<file path="config.mk">
export PLATFORM = sky130hd
export DESIGN_NAME = pew_host
export DESIGN_NICKNAME = d
export VERILOG_FILES = /design/src/hdl/pew_pkg.sv /design/src/hdl/pew_host.sv
export SDC_FILE = /design/constraint.sdc
export NUM_CORES = 1
export LEC_CHECK = 0
export BUFFER_PORTS_ARGS = -buffer_cell sky130_fd_sc_hd__buf_4
export CAP_MARGIN = 25
export CORE_MARGIN = 3
export CORE_UTILIZATION = 60
export DETAILED_ROUTE_END_ITERATION = 8
export GPL_TIMING_DRIVEN = 1
export PLACE_DENSITY = 0.82
export SETUP_SLACK_MARGIN = 0.2
export SLEW_MARGIN = 20
export SYNTH_ARGS = -nofsm -noshare
export SYNTH_HDL_FRONTEND = slang
export SYNTH_SLANG_ARGS = --single-unit
</file>
<file path="constraint.sdc">
create_clock -name clk_i -period 8.1 [get_ports clk_i]
set_input_delay 1.215 -clock clk_i [delete_from_list [all_inputs] [get_ports clk_i]]
set_output_delay 1.215 -clock clk_i [all_outputs]
set_load 0.01 [all_outputs]
</file>
<file path="src/hdl/pew_pkg.sv">
// constants, types and timing counts for the parallel eeprom host controller
// assumes a 20 MHz system clock
package pew_pkg;
    localparam int CLK_MHZ = 20;
    localparam int ADDR_W = 13;
    localparam int DATA_W = 8;
    localparam int PAGE_BYTES = 32;
    localparam int BYTE_SEL_W = 5;
    localparam int MSB_BIT = 7;
    // pin timing in ns, cycles rounded up; read gets one cycle more
    localparam int T_STROBE_NS = 150;
    localparam int T_SETUP_NS = 70;
    localparam int T_READ_NS = 200;
    localparam int STROBE_CYC = (T_STROBE_NS * CLK_MHZ + 999) / 1000;
    localparam int SETUP_CYC = (T_SETUP_NS * CLK_MHZ + 999) / 1000;
    localparam int READ_CYC = (T_READ_NS * CLK_MHZ + 999) / 1000 + 1;
    // page load window in us: least bound rounds down (must start within), max rounds up
    localparam int LOAD_MIN_US = 10;
    localparam int LOAD_MAX_US = 100;
    localparam int LOAD_MIN_CYC = LOAD_MIN_US * CLK_MHZ;
    localparam int LOAD_MAX_CYC = LOAD_MAX_US * CLK_MHZ;
    // write cycle and power-up inhibit in ms
    localparam int T_WRITE_MS = 10;
    localparam int T_INHIBIT_MS = 20;
    localparam int WRITE_CYC = T_WRITE_MS * 1000 * CLK_MHZ;
    localparam int INHIBIT_CYC = T_INHIBIT_MS * 1000 * CLK_MHZ;
    localparam int CNT_W = 24;

    typedef struct packed {
        logic [ADDR_W-1:0] addr;
        logic [DATA_W-1:0] data;
        logic write;
        logic last;
    } pew_req_t;

    typedef struct packed {
        logic cs_n;
        logic oe_n;
        logic we_n;
    } pew_ctl_t;

    typedef enum logic [3:0] {
        ST_INHIBIT = 4'h0,
        ST_IDLE = 4'h1,
        ST_RD_WAIT = 4'h2,
        ST_WR_SETUP = 4'h3,
        ST_WR_LOW = 4'h4,
        ST_WR_HIGH = 4'h5,
        ST_LOAD_GAP = 4'h6,
        ST_COMMIT = 4'h7,
        ST_POLL = 4'h8,
        ST_POLL_GAP = 4'h9
    } pew_state_t;
endpackage

</file>
<file path="src/hdl/pew_host.sv">
// host controller driving an 8k x 8 parallel eeprom through its pins
// assumes the eeprom pins are wired straight to the ports; one clock domain
// What this block does
// - write starts only with chip select and strobe low, output enable high.
// - address bits 4..0 choose the byte; any order allowed.
// - host starts each next load within 10 us of previous strobe rise.
// - after last load, strobe stays high 100 us before programming.
`timescale 1ns/10ps
module pew_host
    import pew_pkg::*;
(
    // clock, reset, enable
    input wire logic clk_i,
    input wire logic rstn_i,
    input wire logic ce_i,
    // request side
    input wire pew_pkg::pew_req_t req_i,
    input wire logic req_valid_i,
    output logic req_ready_o,
    output logic [pew_pkg::DATA_W-1:0] rd_data_o,
    output logic rd_valid_o,
    output logic prog_done_o,
    output logic busy_o,
    // supply sense
    input wire logic power_good_i,
    // device pins
    output logic [pew_pkg::ADDR_W-1:0] mem_addr_o,
    output pew_pkg::pew_ctl_t mem_ctl_o,
    input wire logic [pew_pkg::DATA_W-1:0] mem_data_i,
    output logic [pew_pkg::DATA_W-1:0] mem_data_o,
    output logic mem_data_oe_o
);
    import pew_pkg::*;

    pew_state_t state;
    logic [CNT_W-1:0] cnt;
    logic [DATA_W-1:0] din_s1, din_s2, din_s3;
    logic pg_s1, pg_s2, pg_s3, pg_ok;
    logic [ADDR_W-BYTE_SEL_W-1:0] page_hold;
    logic [ADDR_W-1:0] last_addr;
    logic last_msb;
    logic in_page;

    // data lines cross in through three flops; settled when stages 2 and 3 agree
    wire din_stable = (din_s2 == din_s3);
    wire [CNT_W-1:0] cnt_inc = cnt + 24'h000001;
    wire req_take = req_valid_i && req_ready_o;
    // same page as the held page
    wire same_page = req_i.addr[ADDR_W-1:BYTE_SEL_W] == page_hold;
    // next load only within window, and only same page
    wire load_ok = req_valid_i && req_i.write && in_page && same_page;
    // poll reads last byte; done when msb matches the msb of the last byte written
    wire poll_done = din_stable && (din_s3[MSB_BIT] == last_msb);

    always_ff @(posedge clk_i) begin
        if (!rstn_i) begin
            din_s1 <= 8'h00;
            din_s2 <= 8'h00;
            din_s3 <= 8'h00;
            pg_s1 <= 1'b0;
            pg_s2 <= 1'b0;
            pg_s3 <= 1'b0;
            pg_ok <= 1'b0;
        end else if (ce_i) begin
            din_s1 <= mem_data_i;
            din_s2 <= din_s1;
            din_s3 <= din_s2;
            pg_s1 <= power_good_i;
            pg_s2 <= pg_s1;
            pg_s3 <= pg_s2;
            if (pg_s2 == pg_s3) begin
                pg_ok <= pg_s3;
            end
        end
    end

    always_ff @(posedge clk_i) begin
        if (!rstn_i) begin
            state <= ST_INHIBIT;
            cnt <= '0;
            page_hold <= '0;
            last_addr <= '0;
            last_msb <= 1'b0;
            in_page <= 1'b0;
            req_ready_o <= 1'b0;
            rd_data_o <= 8'h00;
            rd_valid_o <= 1'b0;
            prog_done_o <= 1'b0;
            busy_o <= 1'b1;
            mem_addr_o <= '0;
            mem_ctl_o <= '{cs_n: 1'b1, oe_n: 1'b1, we_n: 1'b1};
            mem_data_o <= 8'h00;
            mem_data_oe_o <= 1'b0;
        end else if (ce_i) begin
            rd_valid_o <= 1'b0;
            prog_done_o <= 1'b0;
            case (state)
                // wait out the power-up inhibit; and again on a supply drop seen in ST_IDLE
                ST_INHIBIT: begin
                    busy_o <= 1'b1;
                    mem_ctl_o <= '{cs_n: 1'b1, oe_n: 1'b1, we_n: 1'b1};
                    if (!pg_ok) begin
                        cnt <= '0;
                    end else if (cnt_inc >= CNT_W'(INHIBIT_CYC)) begin
                        state <= ST_IDLE;
                        busy_o <= 1'b0;
                        req_ready_o <= 1'b1;
                    end else begin
                        cnt <= cnt_inc;
                    end
                end
                ST_IDLE: begin
                    mem_ctl_o <= '{cs_n: 1'b1, oe_n: 1'b1, we_n: 1'b1};
                    mem_data_oe_o <= 1'b0;
                    cnt <= '0;
                    if (!pg_ok) begin
                        state <= ST_INHIBIT;
                        req_ready_o <= 1'b0;
                        busy_o <= 1'b1;
                    end else if (req_take) begin
                        req_ready_o <= 1'b0;
                        busy_o <= 1'b1;
                        mem_addr_o <= req_i.addr;
                        if (req_i.write) begin
                            // page held from the first strobe
                            page_hold <= req_i.addr[ADDR_W-1:BYTE_SEL_W];
                            last_addr <= req_i.addr;
                            last_msb <= req_i.data[MSB_BIT];
                            mem_data_o <= req_i.data;
                            mem_data_oe_o <= 1'b1;
                            in_page <= !req_i.last;
                            // output enable high before chip select falls
                            mem_ctl_o <= '{cs_n: 1'b0, oe_n: 1'b1, we_n: 1'b1};
                            state <= ST_WR_SETUP;
                        end else begin
                            mem_ctl_o <= '{cs_n: 1'b0, oe_n: 1'b0, we_n: 1'b1};
                            state <= ST_RD_WAIT;
                        end
                    end
                end
                ST_RD_WAIT: begin
                    // data lines count only once stages 2 and 3 agree
                    if (cnt_inc >= CNT_W'(READ_CYC) && din_stable) begin
                        rd_data_o <= din_s3;
                        rd_valid_o <= 1'b1;
                        mem_ctl_o <= '{cs_n: 1'b1, oe_n: 1'b1, we_n: 1'b1};
                        busy_o <= 1'b0;
                        req_ready_o <= 1'b1;
                        state <= ST_IDLE;
                    end else begin
                        cnt <= cnt_inc;
                    end
                end
                ST_WR_SETUP: begin
                    // strobe falls last, address already stable
                    mem_ctl_o.we_n <= 1'b0;
                    cnt <= '0;
                    state <= ST_WR_LOW;
                end
                ST_WR_LOW: begin
                    // pulse held well over 20 ns
                    if (cnt_inc >= CNT_W'(STROBE_CYC)) begin
                        // strobe rises first; data still driven
                        mem_ctl_o.we_n <= 1'b1;
                        cnt <= '0;
                        state <= ST_WR_HIGH;
                    end else begin
                        cnt <= cnt_inc;
                    end
                end
                ST_WR_HIGH: begin
                    mem_ctl_o.cs_n <= 1'b1;
                    mem_data_oe_o <= 1'b0;
                    cnt <= '0;
                    // more bytes go to the page buffer
                    if (in_page) begin
                        req_ready_o <= 1'b1;
                        state <= ST_LOAD_GAP;
                    end else begin
                        state <= ST_COMMIT;
                    end
                end
                ST_LOAD_GAP: begin
                    // further loads, any byte order within the page
                    if (load_ok && cnt_inc < CNT_W'(LOAD_MIN_CYC - SETUP_CYC)) begin
                        req_ready_o <= 1'b0;
                        mem_addr_o <= req_i.addr;
                        last_addr <= req_i.addr;
                        last_msb <= req_i.data[MSB_BIT];
                        mem_data_o <= req_i.data;
                        mem_data_oe_o <= 1'b1;
                        in_page <= !req_i.last;
                        mem_ctl_o <= '{cs_n: 1'b0, oe_n: 1'b1, we_n: 1'b1};
                        state <= ST_WR_SETUP;
                    end else if (cnt_inc >= CNT_W'(LOAD_MIN_CYC - SETUP_CYC)) begin
                        // window closed; the page is committed
                        req_ready_o <= 1'b0;
                        in_page <= 1'b0;
                        cnt <= '0;
                        state <= ST_COMMIT;
                    end else begin
                        cnt <= cnt_inc;
                    end
                end
                ST_COMMIT: begin
                    // strobe stays high the full window before polling
                    if (cnt_inc >= CNT_W'(LOAD_MAX_CYC)) begin
                        cnt <= '0;
                        mem_addr_o <= last_addr;
                        mem_ctl_o <= '{cs_n: 1'b0, oe_n: 1'b0, we_n: 1'b1};
                        state <= ST_POLL;
                    end else begin
                        cnt <= cnt_inc;
                    end
                end
                ST_POLL: begin
                    // poll msb, no writes until done or timeout
                    if (cnt[4:0] >= 5'(READ_CYC) && poll_done) begin
                        mem_ctl_o <= '{cs_n: 1'b1, oe_n: 1'b1, we_n: 1'b1};
                        prog_done_o <= 1'b1;
                        busy_o <= 1'b0;
                        req_ready_o <= 1'b1;
                        state <= ST_IDLE;
                    end else if (cnt_inc >= CNT_W'(WRITE_CYC)) begin
                        // cycle is over by its limit
                        mem_ctl_o <= '{cs_n: 1'b1, oe_n: 1'b1, we_n: 1'b1};
                        prog_done_o <= 1'b1;
                        busy_o <= 1'b0;
                        req_ready_o <= 1'b1;
                        state <= ST_IDLE;
                    end else begin
                        cnt <= cnt_inc;
                    end
                end
                default: begin
                    state <= ST_INHIBIT;
                    cnt <= '0;
                end
            endcase
        end
    end
endmodule

</file>
==> flow_summary.toml <==
[synthesis]
synth_fp_nets = 808
async_flop_share_pct = 0
synthXorXnorAreaFrac_pct = 4.125
synthAdderAreaFrac_pct = 0.7857
netlist_area_um2 = 6370
ys_ff_latch = 115
synthFlopType = "dfxtp_1"
synth-simple-area-share_pct = 25.42
ys_top_cells_by_count = "nor2_1, dfxtp_1, mux2i_1"
synthMuxAreaShare_pct = 14.34
syn_avg_cell_area_um2 = 8.294
ys_top_cells_by_area = "dfxtp_1, mux2i_1, nor2_1, nand2_1, xnor2_1"
syn_inst = 768
synth_edf_count = 0
yosysSeqAreaShare_pct = 36.14
netlist.area_leader.share_pct = 36.14
synth_most_common_cell = "nor2_1"
synth_top_family_by_area = "simple AND/OR/NAND/NOR gates"
synth_compound_area_share_pct = 14.30
synth_warnings = 0
synthDistinctLibCells = 69
yosysTopAreaCell = "dfxtp_1"

[finish]
area_growth_syn_to_layout_pct = 17.27
antenna_cells_inserted = 0
final_area_um2 = 7470
fin_nets = 849
nFillCells = 716
regArea_um2 = 2302
final_layout_size_suffix_gt1_share_pct = 15.83
multi_input_area_um2 = 3762

[global_route]
antenna_found_initial = 0
global_route.usage.total_pct = 29.65
grt-ovfl-total = 0
grt_max_degree = 98
grt_pass1_vias = 5725
grt_pass1_wl_um = 27930

[drt]
drtIter0Drc = 578
num_vias = 5884
drt-total-wl_um = 16710
viasPerCell = 6.168
antenna_left = 0
wl_per_cell_um = 17.51
dr.pass1.iters = 5
post-route-drc-count = 0

[timing]
tns_ns = 0
slew_violations = 0
hold_violations = 0
fin_worst_skew_ns = 0.01721
period_needed_ns = 4.440
finalSetupViolations = 0
max_freq_ghz = 0.2252
max_slew_margin_pct = 33.43
fin_crit_sh_pct = 54.81
rsz0062_at_grt = "false"
worstMarginPinSlew_ns = 0.9986

[power_and_ir_drop]
leakage_nw = 3.211
power_density_nw_per_um2 = 185.4
ir_drop_mv = 0.2790

[die]
ios = 73
die_y_um = 109.0
core_area_um2 = 10040
dieWidth_um = 109.0
die-area_um2 = 11890
rows = 36
start_util_pct = 63.42

[cts]
clockRootBuffer = "clkbuf_8"
path_clk_slew_ns = 0.06
post_cts_buffers = 0
clkSinkCount = 115
h-tree-depth = 4
numCtsBuffers = 17
cts_tree = "done"
cts-hold-fix-buffers = 0
cts_resized = 0
clk_latency_ns = 0.52
clockBufferDepth = 2

[critical_path]
worstPathArrival_ns = 4.87
path_cells = "ha_1 -> nand4_2 -> nor4_1 -> a31oi_1 -> or2_1 -> nor4_1 -> o21ai_0 -> nor4_4 -> buf_4 -> nand2_2 -> o41ai_2"
cpMostUsedCell = "nor4_1"
reg2reg_slack_ns = 3.66
crit_fanout = 26
endpoint_kind = "flip-flop"
crit_path_max_incr_delay_ns = 0.57
cp-start-kind = "flip-flop"
critPathRequiredTime_ns = 8.53
path_class = "flip-flop to flip-flop"
slowest_stage = "nor4_1"

[placed_design]
place_area_um2 = 6854
dpl.hpwl_um = 11270
port_buffers = 72
place_congestion = 0.9879

[hold_path]
hold_class = "flip-flop to flip-flop"

[run]
maxCapViolCount = 0

[run_status]
outcome = "finished, final reports clean"
layer usage:
metal  vias to the layer above  track usage, %  routed length, um  share of wire [%]
li1                       2820               -                  -                  -
met1                      2808           38.73               7110                 43
met2                       232           48.07               8043                 48
met3                        24           7.697               1320                7.9
met4                         0           9.107                233                1.4
met5                         -               0                  0                  0
layout by cell type (no fill, tap or decap), types with 4 or more instances in the layout:
master / n
a21o_1: 7
mux2i_1: 89
o31ai_1: 5
a311oi_1: 4
a21oi_1: 19
o211ai_1: 8
clkbuf_8: 4
or3_1: 6
o41ai_1: 5
o32ai_1: 4
ha_1: 4
o22ai_1: 8
clkbuf_16: 16
nand3b_1: 9
nor3_1: 12
and2_1: 6
nand4_1: 15
a211oi_1: 6
a31o_2: 4
xnor2_1: 27
and3_1: 10
dfxtp_1: 115
buf_4: 78
nand2b_1: 4
nor2_1: 129
o21a_1: 8
nor2b_1: 9
o21ai_0: 15
nand3_1: 21
a31oi_1: 4
inv_1: 11
nor4_1: 10
nand2_1: 81
final timing paths:
path | cells after the start | end | start
min | 2 | mem_data_oe_o$_SDFFE_PN0P_ | mem_data_oe_o$_SDFFE_PN0P_
max | 11 | cnt[15]$_SDFFE_PN0P_ | cnt[0]$_SDFFE_PN0P_
max reg2reg | 11 | cnt[15]$_SDFFE_PN0P_ | cnt[0]$_SDFFE_PN0P_
min reg2reg | 2 | mem_data_oe_o$_SDFFE_PN0P_ | mem_data_oe_o$_SDFFE_PN0P_
through the flow:
stage / cells / total power [mW] / setup slack [ns] / hold WS (ns) / util, %
final: 954 / 1.385 / 3.660 / 0.4903 / 74.36
after global routing: 954 / 1.429 / 3.192 / 0.5145 / 74.36
after CTS: 952 / 1.394 / 3.580 / 0.4832 / 74.14
after detailed placement: 921 / 0.6473 / 3.674 / 0.4687 / 68.24
after global placement: 921 / 0.6450 / 3.959 / 0.4441 / 68.24
after floorplan: 768 / 0.6238 / 4.756 / 0.4357 / -
registers in the layout (all words and copies together), names as in the netlist:
name,count
busy_o,1
pg_s3,1
pg_s2,1
din_s3,8
mem_data_oe_o,1
last_addr,13
pg_ok,1
rd_valid_o,1
mem_ctl_o,3
pg_s1,1
din_s2,8
mem_data_o,8
din_s1,8
rd_data_o,8
page_hold,8
mem_addr_o,13
req_ready_o,1
in_page,1
cnt,24
state,4
prog_done_o,1
cell type report:
type / count / area share, %
inverter: 12 / 0.6030
multi-input combinational: 584 / 50.37
clock inverter: 8 / 1.692
timing repair buffer: 79 / 8.040
clock buffer: 23 / 6.248
tap: 133 / 2.228
sequential: 115 / 30.82
worst max-delay path, delay by kind of cell (launching register included):
kind / cells / cell delay [ns]
compound gates: 3 / 0.76
fa+ha+maj: 1 / 0.52
buf+inv: 1 / 0.37
flops: 1 / 0.50
simple gates: 6 / 2.19
power breakdown:
| group | switching [mW] | internal, mW |
|---|---|---|
| logic | 0.0342 | 0.0273 |
| registers | 0.00358 | 0.571 |
| clock network | 0.257 | 0.492 |
cell families (layout without fill, tap and decap cells):
logic type,count (synthesis),count (layout)
simple gates,334,334
buf+inv,69,122
compound gates,125,125
xor+xnor,30,30
fa+ha+maj,4,4
mux,91,91
flops,115,115
(Power assumes the default switching activity.)
